==> src/hdl/ext_offset_pkg.sv <==
`default_nettype none
package ext_offset_pkg;

  // widths of the data space, the pointers and the program counter
  localparam int unsigned ADDR_W = 12;
  localparam int unsigned PC_W   = 21;
  localparam int unsigned BANK_W = 4;
  localparam int unsigned LIT_W  = 6;
  localparam int unsigned NUM_PTR = 3;

  // opcode field layout
  localparam int unsigned OP_HI_MSB  = 15;
  localparam int unsigned OP_HI_LSB  = 8;
  localparam int unsigned SEL_MSB    = 7;
  localparam int unsigned SEL_LSB    = 6;
  localparam int unsigned LIT_MSB    = 5;
  localparam int unsigned ACCESS_BIT = 8;
  localparam int unsigned FILE_MSB   = 7;

  // pointer-subtract opcode upper byte and the select value meaning subtract-and-return
  localparam logic [7:0] SUB_PTR_OPCODE = 8'he9;
  localparam logic [1:0] SEL_RETURN     = 2'h3;
  localparam logic [1:0] SEL_FRAME      = 2'h2;

  // highest file operand that becomes a frame-pointer offset
  localparam logic [7:0] OFFSET_MAX = 8'h5f;
  // access bank high part sits at the top of the data space
  localparam logic [3:0] ACCESS_HI_BANK = 4'hf;
  localparam logic [3:0] ACCESS_LO_BANK = 4'h0;

  // reset values
  localparam logic [ADDR_W-1:0] PTR_RESET = 12'h000;
  localparam logic [PC_W-1:0]   PC_RESET  = 21'h000000;

  typedef struct packed {
    logic        valid;    // one instruction cycle offered
    logic        file_op;  // byte- or bit-oriented instruction carrying the access bit
    logic [15:0] opcode;
  } instr_s;

  typedef struct packed {
    logic              en;
    logic [1:0]        sel;
    logic [ADDR_W-1:0] val;
  } ptr_wr_s;

  typedef struct packed {
    logic [ADDR_W-1:0] p2;
    logic [ADDR_W-1:0] p1;
    logic [ADDR_W-1:0] p0;
  } ptr_set_s;

  typedef struct packed {
    logic              valid;
    logic              indexed;
    logic [ADDR_W-1:0] addr;
  } data_addr_s;

  typedef struct packed {
    logic            valid;
    logic [PC_W-1:0] addr;
  } pc_load_s;

  // plain address of a file operand with no pointer offsetting
  function automatic logic [ADDR_W-1:0] std_addr(input logic [7:0] f, input logic a,
                                                 input logic [BANK_W-1:0] bank);
    logic [ADDR_W-1:0] r;
    r = {bank, f};
    if (!a) begin
      r = (f > OFFSET_MAX) ? {ACCESS_HI_BANK, f} : {ACCESS_LO_BANK, f};
    end
    return r;
  endfunction

  // operand falls into the indexed window
  function automatic logic is_indexed(input logic ext, input logic a, input logic [7:0] f);
    return ext && !a && (f <= OFFSET_MAX);
  endfunction

endpackage
`default_nettype wire

==> src/hdl/offset_addr_calc.sv <==
`timescale 1ns/1ps
`default_nettype none
module offset_addr_calc (
  input  wire logic                                 ext_en_i,
  input  wire logic                                 access_i,
  input  wire logic [7:0]                           file_i,
  input  wire logic [ext_offset_pkg::BANK_W-1:0]    bank_i,
  input  wire logic [ext_offset_pkg::ADDR_W-1:0]    frame_ptr_i,
  output logic      [ext_offset_pkg::ADDR_W-1:0]    addr_o,
  output logic                                      indexed_o
);
  import ext_offset_pkg::*;

  wire logic [ADDR_W-1:0] plain_addr;
  wire logic [ADDR_W-1:0] offset_addr;

  // offset from the frame pointer wraps within the 4 KiB space; pointer 00h gives the low access bank
  assign offset_addr = frame_ptr_i + {4'h0, file_i};
  assign plain_addr  = std_addr(file_i, access_i, bank_i);
  assign indexed_o   = is_indexed(ext_en_i, access_i, file_i);
  assign addr_o      = indexed_o ? offset_addr : plain_addr;
endmodule
`default_nettype wire

==> src/hdl/extended_fsr_offset_decode.sv <==
// Contract
// - opcode E9h with a pointer select and a six-bit literal subtracts the literal from the chosen pointer.
// - select value 11 means subtract-and-return, acting only on the stack frame pointer.
// - subtract-and-return then loads the program counter from the top of the return stack.
// - subtract-and-return takes two instruction cycles, the second doing nothing.
// - enabling the extended set also enables indexed literal offset addressing.
// - with the extension off the file operand is a plain access bank or banked address.
// - with the extension on and access bit 0, operands up to 5Fh are offsets from the frame pointer.
// - the offsetting applies to every byte- and bit-oriented instruction.
// - a frame pointer of 00h gives the original low access bank addresses.
// - pointer plus offset reaches the whole 000h to FFFh data space.
`timescale 1ns/1ps
`default_nettype none
module extended_fsr_offset_decode (
  input  wire logic                                     ref_clk_i,
  input  wire logic                                     rst_n_i,
  input  wire logic                                     ext_set_en_i,
  input  wire ext_offset_pkg::instr_s                   instr_i,
  input  wire logic [ext_offset_pkg::BANK_W-1:0]        bank_select_register_i,
  input  wire logic [ext_offset_pkg::PC_W-1:0]          top_of_return_stack_i,
  input  wire ext_offset_pkg::ptr_wr_s                  ptr_wr_i,
  output var  ext_offset_pkg::ptr_set_s                 indirect_pointer_o,
  output var  ext_offset_pkg::data_addr_s               data_addr_o,
  output var  ext_offset_pkg::pc_load_s                 program_counter_o,
  output logic                                          busy_o
);
  import ext_offset_pkg::*;

  typedef enum logic {ST_EXEC, ST_NOP} cyc_state_e;

  cyc_state_e             state_ff;
  cyc_state_e             nxt_state;
  logic [ADDR_W-1:0]      ptr_ff [NUM_PTR];
  logic [ADDR_W-1:0]      nxt_ptr [NUM_PTR];
  data_addr_s             addr_ff;
  data_addr_s             nxt_addr;
  pc_load_s               pc_ff;
  pc_load_s               nxt_pc;
  logic                   busy_ff;

  // subtract a six-bit literal from a pointer, wrapping in the data space
  function automatic logic [ADDR_W-1:0] sub_lit(input logic [ADDR_W-1:0] p, input logic [LIT_W-1:0] k);
    return p - {6'h00, k};
  endfunction

  // opcode field decode
  wire logic              take;
  wire logic              is_sub;
  wire logic              is_ret;
  wire logic              is_ptr_sub;
  wire logic [1:0]        dec_sel;
  wire logic [1:0]        tgt_sel;
  wire logic [LIT_W-1:0]  lit_k;
  wire logic [7:0]        file_f;
  wire logic              access_a;
  wire logic [ADDR_W-1:0] sel_ptr;
  wire logic [ADDR_W-1:0] sub_result;
  wire logic [ADDR_W-1:0] calc_addr;
  wire logic              calc_indexed;

  assign take       = instr_i.valid && (state_ff == ST_EXEC);
  assign is_sub     = take && ext_set_en_i && (instr_i.opcode[OP_HI_MSB:OP_HI_LSB] == SUB_PTR_OPCODE);
  assign dec_sel    = instr_i.opcode[SEL_MSB:SEL_LSB];
  assign is_ret     = is_sub && (dec_sel == SEL_RETURN);
  assign is_ptr_sub = is_sub && !is_ret;
  assign tgt_sel    = (dec_sel == SEL_RETURN) ? SEL_FRAME : dec_sel;
  assign lit_k      = instr_i.opcode[LIT_MSB:0];
  assign file_f     = instr_i.opcode[FILE_MSB:0];
  assign access_a   = instr_i.opcode[ACCESS_BIT];
  assign sel_ptr    = ptr_ff[tgt_sel];
  assign sub_result = sub_lit(sel_ptr, lit_k);

  // effective address of the file operand
  offset_addr_calc u_calc (
    .ext_en_i    (ext_set_en_i),
    .access_i    (access_a),
    .file_i      (file_f),
    .bank_i      (bank_select_register_i),
    .frame_ptr_i (ptr_ff[SEL_FRAME]),
    .addr_o      (calc_addr),
    .indexed_o   (calc_indexed)
  );

  // next pointer values: subtract wins over an outside load; nothing changes in the idle cycle
  always_comb begin
    for (int i = 0; i < NUM_PTR; i++) begin
      nxt_ptr[i] = ptr_ff[i];
      if (state_ff == ST_EXEC && ptr_wr_i.en && ptr_wr_i.sel == i[1:0]) begin
        nxt_ptr[i] = ptr_wr_i.val;
      end
      if (is_sub && tgt_sel == i[1:0]) begin
        nxt_ptr[i] = sub_result;
      end
    end
  end

  // address, return and cycle control
  always_comb begin
    nxt_addr         = '0;
    nxt_addr.valid   = take && instr_i.file_op;
    nxt_addr.indexed = nxt_addr.valid && calc_indexed;
    nxt_addr.addr    = nxt_addr.valid ? calc_addr : addr_ff.addr;
    nxt_pc.valid     = is_ret;
    nxt_pc.addr      = is_ret ? top_of_return_stack_i : pc_ff.addr;
    case (state_ff)
      ST_EXEC: nxt_state = is_ret ? ST_NOP : ST_EXEC;
      ST_NOP:  nxt_state = ST_EXEC;
      default: nxt_state = ST_EXEC;
    endcase
  end

  // state registers
  always_ff @(posedge ref_clk_i or negedge rst_n_i) begin
    if (!rst_n_i) begin
      for (int i = 0; i < NUM_PTR; i++) begin
        ptr_ff[i] <= PTR_RESET;
      end
      state_ff <= ST_EXEC;
      busy_ff  <= 1'b0;
      addr_ff  <= '0;
      pc_ff    <= '{valid: 1'b0, addr: PC_RESET};
    end else begin
      ptr_ff   <= nxt_ptr;
      state_ff <= nxt_state;
      busy_ff  <= (nxt_state == ST_NOP);
      addr_ff  <= nxt_addr;
      pc_ff    <= nxt_pc;
    end
  end

  // outputs come straight from the registers
  assign indirect_pointer_o = '{p2: ptr_ff[2], p1: ptr_ff[1], p0: ptr_ff[0]};
  assign data_addr_o        = addr_ff;
  assign program_counter_o  = pc_ff;
  assign busy_o             = busy_ff;

  // checks
  wire logic [ADDR_W-1:0] frame_ptr;
  wire logic              file_take;
  assign frame_ptr = ptr_ff[SEL_FRAME];
  assign file_take = take && instr_i.file_op;
endmodule
`default_nettype wire

==> config.mk <==
export PLATFORM = sky130hd
export DESIGN_NAME = extended_fsr_offset_decode
export DESIGN_NICKNAME = d
export VERILOG_FILES = /design/src/hdl/ext_offset_pkg.sv /design/src/hdl/offset_addr_calc.sv /design/src/hdl/extended_fsr_offset_decode.sv
export SDC_FILE = /design/constraint.sdc
export NUM_CORES = 1
export LEC_CHECK = 0
export ABC_AREA = 1
export BUFFER_PORTS_ARGS = -buffer_cell sky130_fd_sc_hd__buf_2
export CORE_MARGIN = 2
export CORE_UTILIZATION = 40
export DETAILED_ROUTE_END_ITERATION = 10
export PLACE_DENSITY_LB_ADDON = 0.1
export SETUP_SLACK_MARGIN = 0.3
export SLEW_MARGIN = 20
export SYNTH_ARGS = -nofsm -noshare
export SYNTH_HDL_FRONTEND = slang
export SYNTH_SLANG_ARGS = --single-unit
==> constraint.sdc <==
create_clock -name ref_clk_i -period 3.8 [get_ports ref_clk_i]
set_clock_uncertainty 0.1 [all_clocks]
set_input_delay 0.76 -clock ref_clk_i [delete_from_list [all_inputs] [get_ports ref_clk_i]]
set_output_delay 0.76 -clock ref_clk_i [all_outputs]
set_load 0.05 [all_outputs]
==> impl_metrics.json, run 1 <==
{
  "status": "finished, final reports clean",
  "startpoint_type": "input port",
  "worstSetupPathType": "in2reg",
  "grt_max_degree": 74,
  "dp_cells": 869,
  "hold_start": "program_counter_o[2]",
  "syn_avg_cell_area_um2": 7.28,
  "critPathCaptureType": "register",
  "hold_end": "program_counter_o[2]",
  "numPortBuffers": 133,
  "maxSlewViolCount": 0,
  "antennaDiodeCount": 0,
  "hold_viol": 0,
  "hpwlAfterDp_um": 10700,
  "gp_congestion": 0.933,
  "vias_per_cell": 5.19,
  "die_area_um2": 11900,
  "routed_wl_um": 14400,
  "netlist_area_um2": 4430,
  "ys_warn_count": 0,
  "post-route-period-util": 0.776,
  "dr.pass1.iters": 5,
  "antenna_found_initial": 0,
  "via_count": 4587,
  "core_area_um2": 10800,
  "final_common_cell": "nand2_1",
  "yosysUniqueCellTypes": 38,
  "drt-initial-drc-count": 317,
  "routedWlPerCell_um": 16.3,
  "cts_buffer_depth": 2,
  "chipHeight_um": 109,
  "cts_made_buffers": 9,
  "htreeDepth": 3,
  "postLayoutCellArea_um2": 5420,
  "hold-path-cell-count": 2,
  "reg2regPathDepth": 11,
  "max_freq_ghz": 0.339,
  "tightest_slew_ns": 0.944,
  "timing.rr.end": "indirect_pointer_o[8]",
  "gr-total-overflow": 0,
  "clk_pin_slew_ns": 0.08,
  "cellLeakagePower_nw": 3.07,
  "cts-root-buf": "clkbuf_8",
  "synth-seq-area-share": 0.412,
  "final.min_clock_period_ns": 2.95,
  "rsz0062_at_grt": "false",
  "r2r-start": "frame_ptr[0]",
  "yosysTopAreaCellShare": 0.412,
  "initial_core_util": 0.409,
  "area_growth_syn_to_layout_pct": 22.2,
  "layout-drive-gt1-share": 0.230,
  "final_cell_mix": "nand2_1 (201), buf_2 (132), nand3_1 (92), dfrtp_1 (73), inv_1 (64)",
  "die_w_um": 109,
  "hold_buffers": 0,
  "clock_latency_ns": 0.36,
  "cts_tree": "yes",
  "drv_cap": 0,
  "rows": 38,
  "cp.required_ns": 3.99,
  "synthTopCellsByArea": "dfrtp_1 (41%), nand2_1 (17%), nand3_1 (10%)",
  "post_cts_buffers": 0,
  "fin_cells": 884,
  "fin_nets": 817,
  "nFillCells": 1109,
  "arrival_ns": 3.14,
  "grt.total_usage": 0.245,
  "cts.repair.resized": 0,
  "setup-tns-final_ns": 0,
  "synth_largest_area_cell": "dfrtp_1",
  "regToRegSetupSlack_ns": 1.43,
  "hold_path_class": "reg2reg",
  "path_max_fanout": 15,
  "placed_area_um2": 5220,
  "grt_first_pass_wirelength_um": 22000,
  "synth_cells": 609,
  "first_global_vias": 4313,
  "ant_nets": 0,
  "synth_nets": 686,
  "ys_ff_latch": 73,
  "drc_errors": 0,
  "ioPinCount": 134,
  "setup_viol": 0,
  "total_power_mw": 2.54,
  "cts.sinks": 73,
  "slew_headroom": 0.371,
  "vdd.ir_drop.worst_mv": 0.175,
  "cellPowerDensity_nw_per_um2": 469
}
==> per-stage QoR <==
step / hold slack, ns / setup WS, ns / utilization
final: 0.379 / 0.851 / 0.500
after global routing: 0.406 / 0.677 / 0.500
after CTS: 0.387 / 0.908 / 0.500
after detailed placement: 0.364 / 0.547 / 0.481
after global placement: 0.359 / 0.597 / 0.481
after floorplan: 0.364 / 0.858 / -
==> where the power goes <==
part	switching [mW]	total, mW	internal (mW)
clock network	0.313	0.650	0.337
logic	0.681	0.949	0.268
registers	0.0844	0.944	0.859
total	1.08	2.54	1.46
==> cell usage after synthesis (all sizes together) <==
| cell | count |
|---|---|
| a21boi | 4 |
| a21oi | 24 |
| a22o | 2 |
| a31oi | 4 |
| and3 | 1 |
| buf | 14 |
| clkbuf | 6 |
| clkinv | 4 |
| dfrtp | 73 |
| fa | 2 |
| ha | 14 |
| inv | 68 |
| nand2 | 203 |
| nand3 | 92 |
| nand3b | 1 |
| nand4 | 8 |
| nor2 | 33 |
| nor3 | 5 |
| o211ai | 7 |
| o21a | 1 |
| o21ai | 19 |
| o21bai | 4 |
| o221a | 1 |
| o221ai | 1 |
| o22ai | 5 |
| or2 | 4 |
| xnor2 | 6 |
| xor2 | 3 |
==> final cells by class <==
cell class | instances | area [um^2] | share of cell area
tap | 140 | 175 | 0.0323
clock inverter | 4 | 51.3 | 0.00947
timing repair buffer | 140 | 721 | 0.133
multi-input combinational | 444 | 2220 | 0.410
clock buffer | 11 | 151 | 0.0279
inverter | 72 | 270 | 0.0499
sequential | 73 | 1830 | 0.337
==> cell families (layout without fill, tap and decap cells) <==
family | Yosys count | after routing | share of synthesized area
flip-flops | 73 | 73 | 0.412
adder cells (fa/ha/maj) | 16 | 16 | 0.0486
AO/OA/AOI/OAI | 72 | 72 | 0.0977
buffers and inverters | 92 | 227 | 0.0864
XOR/XNOR | 9 | 9 | 0.0178
AND/OR/NAND/NOR | 347 | 347 | 0.337
==> worst max-delay path by stage <==
stage,slack [ns],endpoint,from
floorplan,0.86,indirect_pointer_o[20],instr_i[7]
global placement,0.60,indirect_pointer_o[20],instr_i[7]
detailed placement,0.55,indirect_pointer_o[8],instr_i[7]
CTS,0.91,indirect_pointer_o[8],instr_i[7]
global route,0.68,indirect_pointer_o[8],instr_i[7]
finish,0.85,indirect_pointer_o[8],instr_i[7]
==> state kept, by name (all words and copies together) (netlist names) <==
name                count
indirect_pointer_o     24
program_counter_o      22
data_addr_o            14
frame_ptr              12
busy_o                  1
==> critical path, stage by stage <==
cell and delay, ns:
buf_2 0.18, inv_2 0.24, nand2_1 0.23, o22ai_1 0.18
a21oi_1 0.07, ha_1 0.21, fa_1 0.43, nor3_1 0.20
nor2_1 0.11, nand2_1 0.13, xor2_1 0.23, nand2_1 0.08
nand2_1 0.08
==> layer usage <==
layer | share of wire | track usage | routed length (um) | vias to the layer above
li1 | - | - | - | 2242
met1 | 0.43 | 0.313 | 6150 | 2099
met2 | 0.47 | 0.412 | 6730 | 221
met3 | 0.082 | 0.0448 | 1190 | 25
met4 | 0.022 | 0.0940 | 317 | 0
met5 | 0 | 0 | 0 | -
No activity file was read; power rests on OpenSTA's default activity.
==> inputs of run 2 (changes only) <==
Clock period 3.8 ns to 2.4 ns, I/O delays scaled along.
==> run 2 against run 1 <==
Count of clock-buffer cells in the layout shrank 2. Flip-flop and latch count unchanged. Highest routed layer unchanged. Largest cell class unchanged. Clock power is 100% higher. Critical path type is now reg2reg. Hold slack got worse by 0.17 ns.
==> impl_metrics.json, run 2 (synthesis gave the netlist of run 1 again) <==
{
  "critPathCaptureType": "register",
  "final.min_clock_period_ns": 2.13,
  "final_cell_mix": "nand2_1 (191), buf_2 (132), nand3_1 (89), dfrtp_1 (72), inv_1 (62)",
  "cts_tree": "yes",
  "met3_length_um": 1090,
  "chipHeight_um": 109,
  "layout-drive-gt1-share": 0.322,
  "numPortBuffers": 133,
  "hold_viol": 0,
  "gr-total-overflow": 0,
  "cts.sinks": 73,
  "nFillCells": 1065,
  "post-route-util": 0.561,
  "die_area_um2": 11900,
  "r2r-start": "frame_ptr[0]",
  "clk_pin_slew_ns": 0.10,
  "tightest_slew_ns": 0.575,
  "rows": 38,
  "total_power_mw": 4.61,
  "drt-initial-drc-count": 328,
  "area_growth_syn_to_layout_pct": 37.3,
  "path_cells": "inv_2, o22ai_2, a21oi_1, ha_2, fa_2, nor3_4, nor2_4, nand2_4, nor2_1, nand2_1, nand3_1, nand2_1",
  "cpMostUsedCell": "nand2_1",
  "cellPowerDensity_nw_per_um2": 758,
  "routedWlPerCell_um": 16.5,
  "die_w_um": 109,
  "cts-root-buf": "clkbuf_8",
  "worstSetupPathType": "reg2reg",
  "maxSlewViolCount": 0,
  "setup_viol": 0,
  "vias_per_cell": 5.11,
  "arrival_ns": 2.33,
  "slowest_stage": "fa_2",
  "multi_input_area_um2": 2460,
  "first_global_vias": 4738,
  "dr.pass1.iters": 4,
  "met2_length_um": 7260,
  "drc_errors": 0,
  "vdd.ir_drop.worst_mv": 0.302,
  "rsz0062_at_grt": "true",
  "largest_reg_flops": 24,
  "startpoint": "frame_ptr[0]",
  "hold_start": "top_of_return_stack_i[9]",
  "hpwlAfterDp_um": 11300,
  "max_freq_ghz": 0.469,
  "post-route-period-util": 0.888,
  "setup-tns-final_ns": 0,
  "final-seq-area_um2": 1830,
  "cpPeakStageDelay_ns": 0.41,
  "drv_cap": 0,
  "via_count": 4754,
  "slew_headroom": 0.616,
  "cp.required_ns": 2.60,
  "core_area_um2": 10800,
  "finalHoldWorstSlack_ns": 0.209,
  "grt_max_degree": 43,
  "status": "finished, final reports clean",
  "grt_first_pass_wirelength_um": 24400,
  "routed_wl_um": 15300,
  "ioPinCount": 134,
  "grt.total_usage": 0.271,
  "ant_nets": 0,
  "met1_length_um": 6560,
  "final_common_cell": "nand2_1",
  "path_max_fanout": 3,
  "hold_path_class": "in2reg",
  "antennaDiodeCount": 0,
  "initial_core_util": 0.409,
  "antenna_found_initial": 0,
  "clock_latency_ns": 0.37,
  "gp_congestion": 0.922,
  "cellLeakagePower_nw": 3.39,
  "cts_buffer_depth": 2,
  "startpoint_type": "register",
  "regToRegSetupSlack_ns": 0.27,
  "fin_nets": 862,
  "htreeDepth": 3,
  "dr.max_layer_used": "met4",
  "cts_made_buffers": 9
}
## run 2: changes by cell type in the layout (fill, tap and decap cells not counted), moves of 3 or more
cell / change
xnor2_1: -3
nand2_4: +5
ha_1: -4
xnor2_2: +3
nand2_1: -10
nand2_2: +5
a21oi_1: -4
bufinv_16: +3
ha_4: +3
a21oi_2: +4
buf_4: +43
nand3_1: -3
## run 2: area by class of cell
cell class	instances	area share
multi-input cells	444	0.405
flip-flops and latches	73	0.300
repair buffers	185	0.176
inverters	72	0.0456
well taps	140	0.0288
clock inverters	7	0.0234
clock buffers	9	0.0204
## run 2: where the power goes
group / internal (mW) / switching (mW)
combinational: 0.606 / 1.21
sequential: 1.36 / 0.121
clock: 0.798 / 0.519
## run 2: timing repair
| action | in CTS | in global routing |
|---|---|---|
| pin swaps | 10 | 9 |
| endpoints found under the hold margin | 31 | 0 |
| hold buffers | 1 | 0 |
| setup buffers | 12 | 7 |
| setup endpoints to repair | 20 | 50 |
| resized for setup | 14 | 29 |
## run 2: stage by stage
stage,area (um^2),setup WS [ns],instances
after global placement,5450,-0.177,894
after floorplan,4490,0.00622,609
final,6090,0.270,930
after global routing,6090,0.133,930
after CTS,5880,0.276,923
after detailed placement,5450,-0.217,894
## run 2: final timing paths
path | cells past startpoint | end
min in group asynchronous | 2 | frame_ptr[5]
worst max register to register | 12 | indirect_pointer_o[10]
worst min register to register | 2 | program_counter_o[15]
worst max-delay path | 12 | indirect_pointer_o[10]
max in group asynchronous | 3 | data_addr_o[12]
worst min-delay path | 3 | program_counter_o[9]
## run 2: per-layer routing
layer | global-route usage | vias to the layer above
li1 | - | 2328
met1 | 0.350 | 2209
met2 | 0.441 | 186
met3 | 0.0562 | 31
met4 | 0.117 | 0
met5 | 0 | -
## run 2: worst max-delay path: cells and delay by family, from the launching register on
family	cells	cell delay [ns]
flops	1	0.40
simple gates	7	0.69
fa+ha+maj	2	0.61
buf+inv	1	0.06
compound gates	2	0.20
